<file path="src/core/integrity_monitor_pkg.sv">
// Purpose: shared constants and types of the region descriptor walker
// Assumes: 32-bit system bus, AXI4-Lite register access
// Notes: register word offsets are byte addresses
package integrity_monitor_pkg;
   // ==========================================================
   // Register map
   localparam logic [7:0] CTRL_OFS = 8'h00;
   localparam logic [7:0] BASE_OFS = 8'h04;
   localparam logic [7:0] STAT_OFS = 8'h08;
   localparam logic [7:0] IEN_OFS = 8'h0c;
   localparam logic [7:0] ICLR_OFS = 8'h10;
   localparam logic [7:0] STATE_OFS = 8'h14;
   localparam int CTRL_START_BIT = 0;
   localparam int CTRL_STOP_BIT = 1;
   localparam logic [31:0] BASE_RST = 32'h0000_0000;
   localparam logic [31:0] IEN_RST = 32'h0000_0000;
   localparam logic [1:0] RESP_OKAY = 2'h0;
   localparam logic [1:0] RESP_SLVERR = 2'h2;
   // ==========================================================
   // Descriptor layout in system memory
   localparam logic [31:0] DESC_CFG_OFS = 32'h0000_0004;
   localparam logic [31:0] DESC_NEXT_OFS = 32'h0000_000c;
   localparam logic [31:0] DESC_STRIDE = 32'h0000_0010;
   localparam int CFG_COMPARE_BIT = 0;
   localparam int CFG_WRAP_BIT = 1;
   localparam int CFG_EOM_BIT = 2;
   localparam int CFG_DONE_DIS_BIT = 4;
   localparam int CFG_MISM_DIS_BIT = 5;
   localparam int CFG_BUS_DIS_BIT = 6;
   localparam int CFG_LOOP_DIS_BIT = 7;
   // Flag kinds; status bit = kind * regions + region_index
   localparam int FLG_DONE = 0;
   localparam int FLG_MISMATCH = 1;
   localparam int FLG_BUS = 2;
   localparam int FLG_LOOP = 3;
   localparam int FLG_KINDS = 4;
   // ==========================================================
   // Types
   typedef struct packed {
      logic loop_flag_disable;
      logic bus_fault_flag_disable;
      logic mismatch_flag_disable;
      logic hash_done_flag_disable;
      logic end_of_list_marker;
      logic list_loop;
      logic digest_compare_select;
   } region_cfg_t;

   typedef enum logic [4:0] {
      ST_IDLE = 5'h01,
      ST_CFG = 5'h02,
      ST_NEXT = 5'h04,
      ST_HASH = 5'h08,
      ST_ADV = 5'h10
   } walk_state_t;
endpackage : integrity_monitor_pkg

</file>
<file path="src/core/hash_region_descriptor_control.sv">
// Purpose: walk the region descriptor list and raise per-region flags
// Assumes: hash engine and memory reader sit outside this block
`timescale 1ns/1ps
module hash_region_descriptor_control
   import integrity_monitor_pkg::*;
#(
   parameter int NUM_REGIONS = 4
) (
   input wire logic mclk_in,
   input wire logic reset_in,
   input wire logic [7:0] s_axi_awaddr_in,
   input wire logic s_axi_awvalid_in,
   output logic s_axi_awready_out,
   input wire logic [31:0] s_axi_wdata_in,
   input wire logic [3:0] s_axi_wstrb_in,
   input wire logic s_axi_wvalid_in,
   output logic s_axi_wready_out,
   output logic [1:0] s_axi_bresp_out,
   output logic s_axi_bvalid_out,
   input wire logic s_axi_bready_in,
   input wire logic [7:0] s_axi_araddr_in,
   input wire logic s_axi_arvalid_in,
   output logic s_axi_arready_out,
   output logic [31:0] s_axi_rdata_out,
   output logic [1:0] s_axi_rresp_out,
   output logic s_axi_rvalid_out,
   input wire logic s_axi_rready_in,
   output logic mem_req_out,
   output logic [31:0] mem_addr_out,
   input wire logic [31:0] mem_rdata_in,
   input wire logic mem_ack_in,
   input wire logic mem_err_in,
   output logic hash_start_out,
   output logic hash_compare_out,
   output logic [31:0] hash_region_out,
   input wire logic hash_done_in,
   input wire logic hash_mismatch_in,
   output logic busy_out,
   output logic irq_out
);
   localparam int RID_W = (NUM_REGIONS > 1) ? $clog2(NUM_REGIONS) : 1;
   localparam int FLG_W = FLG_KINDS * NUM_REGIONS;

   // ==========================================================
   // Register bus slave
   logic awready_ff, nxt_awready;
   logic bvalid_ff, nxt_bvalid;
   logic [1:0] bresp_ff, nxt_bresp;
   logic arready_ff, nxt_arready;
   logic rvalid_ff, nxt_rvalid;
   logic [1:0] rresp_ff, nxt_rresp;
   logic [31:0] rdata_ff, nxt_rdata;
   logic [31:0] base_ff, nxt_base;
   logic [31:0] ien_ff, nxt_ien;
   logic start_ff, nxt_start;
   logic stop_ff, nxt_stop;
   logic [FLG_W-1:0] flags;
   logic [FLG_W-1:0] clr_vec;
   logic wr_fire, rd_fire;
   logic [31:0] wmask;

   // Walker state declared here because the slave reads it
   walk_state_t state_ff, nxt_state;
   logic [RID_W-1:0] rid_ff, nxt_rid;

   always_comb begin
      wmask = {{8{s_axi_wstrb_in[3]}}, {8{s_axi_wstrb_in[2]}},
               {8{s_axi_wstrb_in[1]}}, {8{s_axi_wstrb_in[0]}}};
      wr_fire = awready_ff && s_axi_awvalid_in;
      rd_fire = arready_ff && s_axi_arvalid_in;
      // Both write channels taken in one edge, once both are offered
      nxt_awready = !awready_ff && !bvalid_ff && s_axi_awvalid_in &&
                    s_axi_wvalid_in;
      nxt_bvalid = bvalid_ff && !s_axi_bready_in;
      nxt_bresp = bresp_ff;
      nxt_base = base_ff;
      nxt_ien = ien_ff;
      nxt_start = start_ff;
      nxt_stop = stop_ff;
      clr_vec = '0;
      if (state_ff == ST_IDLE) begin
         nxt_stop = 1'b0;
      end
      if (start_ff && state_ff == ST_IDLE) begin
         nxt_start = 1'b0;
      end
      if (wr_fire) begin
         nxt_bvalid = 1'b1;
         nxt_bresp = RESP_OKAY;
         unique case (s_axi_awaddr_in)
            CTRL_OFS: begin
               if (s_axi_wstrb_in[0]) begin
                  nxt_start = start_ff || s_axi_wdata_in[CTRL_START_BIT];
                  nxt_stop = nxt_stop || s_axi_wdata_in[CTRL_STOP_BIT];
               end
            end
            BASE_OFS: nxt_base = (base_ff & ~wmask) |
                                 (s_axi_wdata_in & wmask);
            IEN_OFS: nxt_ien = (ien_ff & ~wmask) | (s_axi_wdata_in & wmask);
            ICLR_OFS: clr_vec = FLG_W'(s_axi_wdata_in & wmask);
            STAT_OFS, STATE_OFS: nxt_bresp = RESP_OKAY;
            default: nxt_bresp = RESP_SLVERR;
         endcase
      end
      nxt_arready = !arready_ff && !rvalid_ff && s_axi_arvalid_in;
      nxt_rvalid = rvalid_ff && !s_axi_rready_in;
      nxt_rdata = rdata_ff;
      nxt_rresp = rresp_ff;
      if (rd_fire) begin
         nxt_rvalid = 1'b1;
         nxt_rresp = RESP_OKAY;
         nxt_rdata = 32'h0000_0000;
         unique case (s_axi_araddr_in)
            CTRL_OFS: nxt_rdata[CTRL_STOP_BIT] = stop_ff;
            BASE_OFS: nxt_rdata = base_ff;
            STAT_OFS: nxt_rdata = 32'(flags);
            IEN_OFS: nxt_rdata = ien_ff;
            ICLR_OFS: nxt_rdata = 32'h0000_0000;
            STATE_OFS: nxt_rdata = {19'h0, 5'(state_ff), 8'(rid_ff)};
            default: nxt_rresp = RESP_SLVERR;
         endcase
      end
   end

   always_ff @(posedge mclk_in) begin
      if (reset_in) begin
         awready_ff <= 1'b0;
         bvalid_ff <= 1'b0;
         bresp_ff <= RESP_OKAY;
         arready_ff <= 1'b0;
         rvalid_ff <= 1'b0;
         rresp_ff <= RESP_OKAY;
         rdata_ff <= 32'h0000_0000;
         base_ff <= BASE_RST;
         ien_ff <= IEN_RST;
         start_ff <= 1'b0;
         stop_ff <= 1'b0;
      end else begin
         awready_ff <= nxt_awready;
         bvalid_ff <= nxt_bvalid;
         bresp_ff <= nxt_bresp;
         arready_ff <= nxt_arready;
         rvalid_ff <= nxt_rvalid;
         rresp_ff <= nxt_rresp;
         rdata_ff <= nxt_rdata;
         base_ff <= nxt_base;
         ien_ff <= nxt_ien;
         start_ff <= nxt_start;
         stop_ff <= nxt_stop;
      end
   end

   // ==========================================================
   // Descriptor walker
   logic [31:0] cur_ff, nxt_cur;
   logic req_ff, nxt_req;
   logic [31:0] maddr_ff, nxt_maddr;
   logic hstart_ff, nxt_hstart;
   logic next_zero_ff, nxt_next_zero;
   region_cfg_t cfg_ff, nxt_cfg;
   region_cfg_t fetched_cfg;
   logic [FLG_KINDS-1:0] evt;
   logic [FLG_KINDS-1:0] dis;

   region_cfg_decode u_decode (
      .word_in(mem_rdata_in),
      .cfg_out(fetched_cfg)
   );

   always_comb begin
      nxt_state = state_ff;
      nxt_cur = cur_ff;
      nxt_rid = rid_ff;
      nxt_req = req_ff;
      nxt_maddr = maddr_ff;
      nxt_hstart = 1'b0;
      nxt_next_zero = next_zero_ff;
      nxt_cfg = cfg_ff;
      evt = '0;
      unique case (state_ff)
         ST_IDLE: begin
            if (start_ff) begin
               nxt_cur = base_ff;
               nxt_rid = '0;
               nxt_req = 1'b1;
               nxt_maddr = base_ff + DESC_CFG_OFS;
               nxt_state = ST_CFG;
            end
         end
         ST_CFG: begin
            if (mem_ack_in && mem_err_in) begin
               evt[FLG_BUS] = 1'b1;
               nxt_req = 1'b0;
               nxt_state = ST_IDLE;
            end else if (mem_ack_in) begin
               nxt_cfg = fetched_cfg;
               nxt_maddr = cur_ff + DESC_NEXT_OFS;
               nxt_state = ST_NEXT;
            end
         end
         ST_NEXT: begin
            if (mem_ack_in) begin
               nxt_req = 1'b0;
               if (mem_err_in) begin
                  evt[FLG_BUS] = 1'b1;
                  nxt_state = ST_IDLE;
               end else begin
                  nxt_next_zero = (mem_rdata_in == 32'h0000_0000);
                  nxt_hstart = 1'b1;
                  nxt_state = ST_HASH;
               end
            end
         end
         ST_HASH: begin
            if (hash_done_in) begin
               evt[FLG_DONE] = next_zero_ff;
               // A mismatch only means something in compare mode
               evt[FLG_MISMATCH] = hash_mismatch_in &&
                                   cfg_ff.digest_compare_select;
               nxt_state = ST_ADV;
            end
         end
         ST_ADV: begin
            if (cfg_ff.end_of_list_marker || stop_ff) begin
               nxt_state = ST_IDLE;
            end else begin
               if (cfg_ff.list_loop) begin
                  evt[FLG_LOOP] = 1'b1;
                  nxt_cur = base_ff;
                  nxt_rid = '0;
               end else begin
                  nxt_cur = cur_ff + DESC_STRIDE;
                  nxt_rid = rid_ff + RID_W'(1);
               end
               nxt_maddr = nxt_cur + DESC_CFG_OFS;
               nxt_req = 1'b1;
               nxt_state = ST_CFG;
            end
         end
      endcase
      // Before the word arrives no disables are known, so none apply
      dis = (state_ff == ST_CFG) ? '0 :
            {cfg_ff.loop_flag_disable, cfg_ff.bus_fault_flag_disable,
             cfg_ff.mismatch_flag_disable, cfg_ff.hash_done_flag_disable};
   end

   always_ff @(posedge mclk_in) begin
      if (reset_in) begin
         state_ff <= ST_IDLE;
         cur_ff <= BASE_RST;
         rid_ff <= '0;
         req_ff <= 1'b0;
         maddr_ff <= 32'h0000_0000;
         hstart_ff <= 1'b0;
         next_zero_ff <= 1'b0;
         cfg_ff <= '0;
      end else begin
         state_ff <= nxt_state;
         cur_ff <= nxt_cur;
         rid_ff <= nxt_rid;
         req_ff <= nxt_req;
         maddr_ff <= nxt_maddr;
         hstart_ff <= nxt_hstart;
         next_zero_ff <= nxt_next_zero;
         cfg_ff <= nxt_cfg;
      end
   end

   // ==========================================================
   // Per-region flags and interrupt
   logic irq_ff;

   for (genvar r = 0; r < NUM_REGIONS; r++) begin : g_region
      for (genvar k = 0; k < FLG_KINDS; k++) begin : g_kind
         region_flag_cell u_flag (
            .mclk_in(mclk_in),
            .reset_in(reset_in),
            .set_in(evt[k] && (rid_ff == RID_W'(r))),
            .disable_in(dis[k]),
            .clear_in(clr_vec[k*NUM_REGIONS+r]),
            .flag_out(flags[k*NUM_REGIONS+r])
         );
      end
   end

   always_ff @(posedge mclk_in) begin
      if (reset_in) begin
         irq_ff <= 1'b0;
      end else begin
         irq_ff <= |(flags & ien_ff[FLG_W-1:0]);
      end
   end

   assign s_axi_awready_out = awready_ff;
   assign s_axi_wready_out = awready_ff;
   assign s_axi_bvalid_out = bvalid_ff;
   assign s_axi_bresp_out = bresp_ff;
   assign s_axi_arready_out = arready_ff;
   assign s_axi_rvalid_out = rvalid_ff;
   assign s_axi_rresp_out = rresp_ff;
   assign s_axi_rdata_out = rdata_ff;
   assign mem_req_out = req_ff;
   assign mem_addr_out = maddr_ff;
   assign hash_start_out = hstart_ff;
   assign hash_compare_out = cfg_ff.digest_compare_select;
   assign hash_region_out = cur_ff;
   assign busy_out = (state_ff != ST_IDLE);
   assign irq_out = irq_ff;

   // ==========================================================
   // Checks
   a_compare_mode: assert property (@(posedge mclk_in) disable iff (reset_in)
      (state_ff == ST_CFG && mem_ack_in && !mem_err_in) |=>
         hash_compare_out == $past(mem_rdata_in[CFG_COMPARE_BIT]))
      else $error("compare select does not follow config bit");
   a_next_seq: assert property (@(posedge mclk_in) disable iff (reset_in)
      (state_ff == ST_ADV && !cfg_ff.end_of_list_marker && !stop_ff &&
       !cfg_ff.list_loop) |=> mem_req_out &&
         mem_addr_out == $past(cur_ff) + DESC_STRIDE + DESC_CFG_OFS)
      else $error("sequential descriptor address wrong");
   a_next_wrap: assert property (@(posedge mclk_in) disable iff (reset_in)
      (state_ff == ST_ADV && !cfg_ff.end_of_list_marker && !stop_ff &&
       cfg_ff.list_loop) |=> mem_addr_out == base_ff + DESC_CFG_OFS &&
         rid_ff == '0)
      else $error("loop did not return to list base");
   a_end_list: assert property (@(posedge mclk_in) disable iff (reset_in)
      (state_ff == ST_ADV && cfg_ff.end_of_list_marker) |=>
         (!mem_req_out && !busy_out)[*2])
      else $error("walk continued past end marker");
   a_done_flag: assert property (@(posedge mclk_in) disable iff (reset_in)
      (state_ff == ST_HASH && hash_done_in && next_zero_ff &&
       !cfg_ff.hash_done_flag_disable) |=>
         flags[FLG_DONE*NUM_REGIONS + int'($past(rid_ff))])
      else $error("region done flag not set");
   a_mism_flag: assert property (@(posedge mclk_in) disable iff (reset_in)
      (state_ff == ST_HASH && hash_done_in && hash_mismatch_in &&
       cfg_ff.digest_compare_select && !cfg_ff.mismatch_flag_disable) |=>
         flags[FLG_MISMATCH*NUM_REGIONS + int'($past(rid_ff))])
      else $error("mismatch flag not set");
   a_bus_flag: assert property (@(posedge mclk_in) disable iff (reset_in)
      (state_ff == ST_CFG && mem_ack_in && mem_err_in) |=>
         flags[FLG_BUS*NUM_REGIONS + int'($past(rid_ff))] && !mem_req_out)
      else $error("bus fault flag not set");
   a_loop_flag: assert property (@(posedge mclk_in) disable iff (reset_in)
      (state_ff == ST_ADV && cfg_ff.list_loop &&
       !cfg_ff.end_of_list_marker && !stop_ff &&
       !cfg_ff.loop_flag_disable) |=>
         flags[FLG_LOOP*NUM_REGIONS + int'($past(rid_ff))])
      else $error("loop flag not set");
   a_disable_hold: assert property (@(posedge mclk_in) disable iff (reset_in)
      (state_ff == ST_HASH && hash_done_in &&
       cfg_ff.hash_done_flag_disable &&
       !flags[FLG_DONE*NUM_REGIONS + int'(rid_ff)]) |=>
         !flags[FLG_DONE*NUM_REGIONS + int'($past(rid_ff))])
      else $error("disabled done flag rose");
endmodule : hash_region_descriptor_control

</file>
<file path="src/core/region_cfg_decode.sv">
// Purpose: split a region configuration word into its fields
// Assumes: word read from descriptor base + 0x4 + index * 0x10
// Notes: purely combinational
`timescale 1ns/1ps
module region_cfg_decode
   import integrity_monitor_pkg::*;
(
   input wire logic [31:0] word_in,
   output region_cfg_t cfg_out
);
   assign cfg_out.digest_compare_select = word_in[CFG_COMPARE_BIT];
   assign cfg_out.list_loop = word_in[CFG_WRAP_BIT];
   assign cfg_out.end_of_list_marker = word_in[CFG_EOM_BIT];
   assign cfg_out.hash_done_flag_disable = word_in[CFG_DONE_DIS_BIT];
   assign cfg_out.mismatch_flag_disable = word_in[CFG_MISM_DIS_BIT];
   assign cfg_out.bus_fault_flag_disable = word_in[CFG_BUS_DIS_BIT];
   assign cfg_out.loop_flag_disable = word_in[CFG_LOOP_DIS_BIT];
endmodule : region_cfg_decode

</file>
<file path="src/core/region_flag_cell.sv">
// Purpose: one sticky per-region status flag
// Assumes: set and clear are single-cycle pulses
// Notes: a set in the clear cycle wins
`timescale 1ns/1ps
module region_flag_cell (
   input wire logic mclk_in,
   input wire logic reset_in,
   input wire logic set_in,
   input wire logic disable_in,
   input wire logic clear_in,
   output logic flag_out
);
   logic flag_ff;
   logic nxt_flag;

   always_comb begin
      nxt_flag = flag_ff;
      if (clear_in) begin
         nxt_flag = 1'b0;
      end
      // Inverted enable: a disabled flag never rises
      if (set_in && !disable_in) begin
         nxt_flag = 1'b1;
      end
   end

   always_ff @(posedge mclk_in) begin
      if (reset_in) begin
         flag_ff <= 1'b0;
      end else begin
         flag_ff <= nxt_flag;
      end
   end

   assign flag_out = flag_ff;
endmodule : region_flag_cell

</file>
<file path="config.mk">
export PLATFORM = sky130hd
export DESIGN_NAME = hash_region_descriptor_control
export DESIGN_NICKNAME = d
export VERILOG_FILES = /design/src/core/integrity_monitor_pkg.sv /design/src/core/hash_region_descriptor_control.sv /design/src/core/region_cfg_decode.sv /design/src/core/region_flag_cell.sv
export SDC_FILE = /design/constraint.sdc
export NUM_CORES = 1
export LEC_CHECK = 0
export ABC_AREA = 1
export BUFFER_PORTS_ARGS = -buffer_cell sky130_fd_sc_hd__buf_4
export CAP_MARGIN = 5
export CORE_MARGIN = 5
export CORE_UTILIZATION = 50
export CTS_BUF_LIST = sky130_fd_sc_hd__clkbuf_8
export CTS_CLUSTER_DIAMETER = 100
export DETAILED_ROUTE_END_ITERATION = 12
export PLACE_DENSITY = 0.73
export SKIP_CTS_REPAIR_TIMING = 1
export SLEW_MARGIN = 5
export SYNTH_ARGS = -nofsm -noshare
export SYNTH_HDL_FRONTEND = slang
export SYNTH_HIERARCHICAL = 1
export SYNTH_SLANG_ARGS = --single-unit
export TNS_END_PERCENT = 1
</file>
<file path="constraint.sdc">
create_clock -name mclk_in -period 5.1 [get_ports mclk_in]
set_input_delay 0.51 -clock mclk_in [delete_from_list [all_inputs] [get_ports mclk_in]]
set_output_delay 0.51 -clock mclk_in [all_outputs]
set_load 0.02 [all_outputs]
</file>
==> results of run 1 <==
[cell usage after synthesis (17+ instances only)]
cell	number	area (µm²)
nand2_1	359	1348
inv_1	230	863.3
dfxtp_1	202	4044
o21ai_0	182	910.9
a21oi_1	181	905.9
nor2_1	137	514.2
nand3_1	75	375.4
clkbuf_1	58	217.7
o22ai_1	22	137.6
nor2_2	20	125.1
nor3_1	20	100.1
nand2_2	19	118.9
a21oi_2	18	157.7
a31oi_1	18	112.6
nor4_1	17	106.4
[layer usage]
metal	part of all wire	vias up	GRT usage	routed length, µm
met5	0	-	0	0
met4	0.034	0	0.1025	1345
met3	0.085	97	0.06297	3342
met2	0.45	513	0.4672	17520
met1	0.44	5565	0.4079	17110
li1	-	5970	-	-
[stage by stage]
stage / setup slack, ns / power [W] / cells / area (µm²)
global placement: 2.061 / 0.002863 / 2123 / 12860
detailed placement: 1.930 / 0.002871 / 2123 / 12860
CTS: 1.942 / 0.004444 / 2188 / 13620
floorplan: 2.756 / 0.002417 / 1707 / 11280
finish: 1.920 / 0.004433 / 2188 / 13620
global route: 1.582 / 0.004648 / 2188 / 13620
[how the worst max path moves through the flow]
stage / startpoint / to
finish: state_ff[0]$_SDFFE_PP1P_ / mem_addr_out[26]$_SDFFE_PP0P_
global route: state_ff[2]$_SDFFE_PP0P_ / mem_addr_out[30]$_SDFFE_PP0P_
CTS: state_ff[0]$_SDFFE_PP1P_ / mem_addr_out[24]$_SDFFE_PP0P_
detailed placement: state_ff[0]$_SDFFE_PP1P_ / mem_addr_out[24]$_SDFFE_PP0P_
global placement: state_ff[1]$_SDFFE_PP0P_ / mem_addr_out[29]$_SDFFE_PP0P_
floorplan: state_ff[0]$_SDFFE_PP1P_ / mem_addr_out[26]$_SDFFE_PP0P_
[cell usage in the layout, fill, tap and decap left out, types with 19 or more instances in the layout]
| cell type | netlist | final |
|---|---|---|
| inv_1 | 230 | 239 |
| o21ai_0 | 182 | 182 |
| clkbuf_8 | 0 | 47 |
| dfxtp_1 | 202 | 202 |
| nor2_2 | 20 | 20 |
| nor3_1 | 20 | 20 |
| nand3_1 | 75 | 75 |
| nand2_2 | 19 | 19 |
| a21oi_1 | 181 | 181 |
| nand2_1 | 359 | 359 |
| o22ai_1 | 22 | 22 |
| buf_4 | 10 | 212 |
| nor2_1 | 137 | 137 |
[power groups by stage]
stage	Combinational (W)	Clock (W)	Sequential, W
finish	0.000981	0.00158	0.00187
global route	0.00107	0.00169	0.00189
CTS	0.000978	0.00160	0.00187
detailed placement	0.000974	0	0.00190
global placement	0.000969	0	0.00189
floorplan	0.000435	0	0.00198
[final cells by class]
| type | count | area, µm² |
|---|---|---|
| timing repair buffer | 212 | 1592 |
| tap | 285 | 356.6 |
| clock inverter | 18 | 107.6 |
| sequential | 202 | 4044 |
| multi-input combinational | 1186 | 5976 |
| clock buffer | 47 | 646.9 |
| inverter | 238 | 893.4 |
| fill | 2124 | 8818 |
[worst reg2reg max path, cell delays in order, from the launching register on]
cell     delay (ns)
dfxtp_1        0.37
nor2_4         0.20
nand3_4        0.14
nor2_8         0.52
o21ai_0        0.31
inv_1          0.14
ha_1           0.18
nand3_1        0.12
nor2_2         0.15
nand3_1        0.16
nor2_2         0.20
nand3_4        0.14
nor2_4         0.16
nand2_1        0.07
nand2_1        0.06
nand3_1        0.06
a21oi_1        0.13
[cells by family after synthesis]
group,after synthesis,synth area share
simple gates,694,0.2769
compound gates,478,0.2395
buf+inv,319,0.1130
flops,202,0.3587
fa+ha+maj,7,0.007768
xor+xnor,5,0.003884
other cells,1,0.0003326
==> flow_metrics.tcl, run 1 <==
set metrics [dict create \
    start_util 0.5026 \
    synth_area_mm2 0.01127 \
    holdPathEnd "hash_compare_out$_SDFFE_PP0P_" \
    ys_types 53 \
    finalSetupViolCount 0 \
    critPathCaptureType "flip-flop" \
    r2r-end "mem_addr_out[26]$_SDFFE_PP0P_" \
    fin_skew_ns 0.02537 \
    maxSlewViolCount 0 \
    r2r_cells 16 \
    die_w_um 160.2 \
    critPathKind "reg2reg" \
    path_clk_slew_ns 0.06 \
    grt_pass1_wl_um 62570 \
    synth-async-reset-ratio 0 \
    hold_start "mem_rdata_in[0]" \
    antenna_found_initial 0 \
    postSynthAreaPerCell_um2 6.609 \
    worst_slew_pin_slew_ns 1.216 \
    crit_family "simple AND/OR/NAND/NOR gates" \
    max_stage_delay_ns 0.52 \
    numCtsBuffers 37 \
    clockBufferDepth 3 \
    final_util 0.6069 \
    yosysWarningCount 6 \
    internal_power_w 0.002938 \
    cp.buffers_inverters 1 \
    layout-drive-gt1-share 0.1908 \
    grtUsageTotal 0.2977 \
    grt_max_degree 80 \
    cts-htree-levels 2 \
    fin_crit_sh 0.6235 \
    period_needed_ns 3.180 \
    drv_cap 0 \
    clockPowerShare 0.357 \
    globalRouteOverflowTotal 0 \
    place_congestion 0.9714 \
    antenna_cells 0 \
    relSlewSlack 0.1882 \
    drt_pass1_iterations 9 \
    drc 0 \
    seqPwrFrac 0.421 \
    post_drt_via_cell_ratio 5.551 \
    dieHeight_um 160.2 \
    ys_seq_elements 202 \
    cts_tree "built" \
    cp_common_cell "nand3_1" \
    combPwrFrac 0.221 \
    p_switching_w 0.001495 \
    fin_hold_ws_ns 0.2147 \
    wl_um 39310 \
    timing.rr.start "state_ff[0]$_SDFFE_PP1P_" \
    wl_per_cell_um 17.97 \
    final.setup.tns_ns 0 \
    io_buffers 202 \
    arrival_ns 3.64 \
    cts_root_buffer "clkbuf_8" \
    nNetsFinal 1979 \
    crit_chain "nor2_4 > nand3_4 > nor2_8 > o21ai_0 > inv_1 > ha_1 > nand3_1 > nor2_2 > nand3_1 > nor2_2 > nand3_4 > nor2_4 > nand2_1 > nand2_1 > nand3_1 > a21oi_1" \
    cts_sinks 202 \
    p_leak_nw 5.319 \
    rrSetupSlack_ns 1.92 \
    path_max_fanout 36 \
    switching_share 0.3372 \
    slowest_stage "nor2_8" \
    synth_edf_count 0 \
    fp-row-count 55 \
    synthFlopType "dfxtp_1" \
    p_per_area_mw_per_mm2 325.6 \
    startpoint_type "flip-flop" \
    min_path_type "in2reg" \
    ant_nets 0 \
    core_mm2 0.02243 \
    seq_area_frac_synth 0.3587 \
    fmax_mhz 314.5 \
    peakVddDrop_mv 0.2041 \
    dp_hpwl_um 28780 \
    drt-initial-drc-count 989 \
    pin_count 205 \
    crit_cells 16 \
    rsz0062_at_grt "false" \
    area_growth_pct 20.76 \
    hold_path_depth 3 \
    insertion_delay_ns 0.54 \
    first_global_vias 11570 \
    die_area_mm2 0.02565 \
    hold_viol_final 0 \
    num_vias 12150 \
    status "completed" \
    worstPathRequired_ns 5.57 \
    syn-instance-count 1706 \
]
No activity file was read; power rests on OpenSTA's default activity.
==> inputs of run 2 (changes only) <==
--- a/config.mk
+++ b/config.mk
@@ -13,7 +13,7 @@
 export CTS_BUF_LIST = sky130_fd_sc_hd__clkbuf_8
 export CTS_CLUSTER_DIAMETER = 100
 export DETAILED_ROUTE_END_ITERATION = 12
-export PLACE_DENSITY = 0.73
+export PLACE_DENSITY = 0.76
 export SKIP_CTS_REPAIR_TIMING = 1
 export SLEW_MARGIN = 5
 export SYNTH_ARGS = -nofsm -noshare
==> constraint.sdc (replaced) <==
create_clock -name mclk_in -period 2.6 [get_ports mclk_in]
set_input_delay 0.26 -clock mclk_in [delete_from_list [all_inputs] [get_ports mclk_in]]
set_output_delay 0.26 -clock mclk_in [all_outputs]
set_load 0.02 [all_outputs]
==> run 2 against run 1 <==
The run now ends with negative hold slack left. Non-clock buffer count up 54. Critical path depth down 2. Via count up 3.0%. Core utilization up 2.6 points. Maximum frequency up 30%. Final cell count up 2.4%. Die area unchanged. Wire length up 1.6%. Hold slack worse by 0.22 ns. Sequential power up 95%. Flip-flop and latch count unchanged. Critical endpoint unchanged.
==> flow_metrics.tcl, run 2 (synthesis results as in run 1) <==
set metrics [dict create \
    status "finished, violations left" \
    violations "negative hold slack" \
    combPwrFrac 0.238 \
    drt_pass1_iterations 6 \
    drv_cap 0 \
    critPathKind "reg2reg" \
    pin_count 205 \
    cts_tree "built" \
    final_util 0.6331 \
    peakVddDrop_mv 0.4007 \
    antenna_cells 0 \
    clockPowerShare 0.348 \
    seqPwrFrac 0.414 \
    nNetsFinal 2033 \
    r2r_cells 14 \
    p_per_area_mw_per_mm2 618.4 \
    wl_um 39920 \
    start_util 0.5026 \
    final_common_cell "nand2_1" \
    finalSetupViolCount 0 \
    worst_slack_ns 0.1506 \
    globalRouteOverflowTotal 0 \
    layout-drive-gt1-share 0.2239 \
    worstPathRequired_ns 3.05 \
    fmax_mhz 408.3 \
    p_leak_nw 5.588 \
    grt_pass1_wl_um 62030 \
    num_vias 12510 \
    area_growth_pct 25.97 \
    fp-row-count 55 \
    io_buffers 202 \
    post_drt_via_cell_ratio 5.582 \
    place_congestion 1.002 \
    dieHeight_um 160.2 \
    final_cell_mix "nand2_1 (358), buf_4 (255), inv_1 (236)" \
    worst_slew_pin_slew_ns 0.7163 \
    fin_skew_ns 0.02393 \
    core_mm2 0.02243 \
    path_max_fanout 27 \
    cts_root_buffer "clkbuf_8" \
    p_switching_w 0.002975 \
    die_w_um 160.2 \
    path_clk_slew_ns 0.06 \
    arrival_ns 2.90 \
    drt-initial-drc-count 1473 \
    maxSlewViolCount 0 \
    place_ws_ns 0.05881 \
    dp_hpwl_um 29280 \
    clockBufferDepth 3 \
    cts-htree-levels 2 \
    grtUsageTotal 0.2951 \
    critPathCaptureType "flip-flop" \
    period_needed_ns 2.449 \
    hold_path_depth 4 \
    fin_crit_sh 0.9421 \
    first_global_vias 11830 \
    cts_sinks 202 \
    drc 0 \
    startpoint_type "flip-flop" \
    numCtsBuffers 37 \
    die_area_mm2 0.02565 \
    min_path_type "in2reg" \
    switching_share 0.3387 \
    ant_nets 0 \
    antenna_found_initial 0 \
    hold_viol_final 3 \
    grt_max_degree 80 \
    relSlewSlack 0.5207 \
    wl_per_cell_um 17.82 \
    internal_power_w 0.005809 \
    fin_hold_ws_ns -0.005612 \
    insertion_delay_ns 0.54 \
    p_total_w 0.008783 \
]
-- run 2: cell count changes in the layout (fill, tap and decap cells not counted), moves of 4 or more --
cell	change
nor2_1	-7
buf_12	+5
dfxtp_2	+9
nand3_1	-4
dlygate4sd3_1	+5
buf_4	+43
nor2_4	+6
dfxtp_1	-9
-- run 2: cell type report --
cell class | instances | area, µm²
Fill cell | 2075 | 8232
Multi-Input combinational cell | 1186 | 6076
Sequential cell | 202 | 4055
Timing Repair Buffer | 266 | 2076
Inverter | 238 | 893.4
Clock buffer | 49 | 674.4
Tap cell | 285 | 356.6
Clock inverter | 15 | 71.32
-- run 2: worst paths after layout --
check / start / endpoint / slack [ns]
worst max register to register: state_ff[3]$_SDFFE_PP0P_ / mem_addr_out[26]$_SDFFE_PP0P_ / 0.15
worst min register to register: s_axi_rvalid_out$_SDFF_PP0_ / s_axi_arready_out$_SDFF_PP0_ / 0.44
worst min-delay path: s_axi_rready_in / s_axi_rvalid_out$_SDFF_PP0_ / -0.006
worst max-delay path: state_ff[3]$_SDFFE_PP0P_ / mem_addr_out[26]$_SDFFE_PP0P_ / 0.15
-- run 2: power groups by stage --
stage	Clock, W	Sequential, W	Combinational (W)
after floorplan	0	0.00389	0.000854
after global placement	0	0.00369	0.00203
after detailed placement	0	0.00369	0.00205
after CTS	0.00309	0.00363	0.00206
after global routing	0.00324	0.00367	0.00225
final	0.00305	0.00364	0.00209
-- run 2: worst max-delay path, cell delays in order, from the launching register on --
cell	delay, ns
dfxtp_2	0.34
nor2_4	0.19
nand3_4	0.15
nor2_8	0.17
buf_12	0.21
nor2_1	0.09
a21oi_4	0.20
nand2_1	0.15
nor2_4	0.16
nand3_4	0.15
nor2_4	0.18
nand2_1	0.07
nand2_1	0.05
nand3_1	0.07
a21oi_1	0.17
-- run 2: stage by stage --
step                 TNS, ns  cells  instance area, µm²
floorplan                  0   1707               11280
global placement           0   2160               13190
detailed placement         0   2160               13190
CTS                        0   2224               13940
global route        -0.06939   2241               14200
finish                     0   2241               14200
-- run 2: routing by layer --
layer | GRT usage | routed length, µm
met2 | 0.4923 | 18510
met1 | 0.3819 | 16330
met3 | 0.05961 | 3688
met4 | 0.1013 | 1394
met5 | 0 | 0
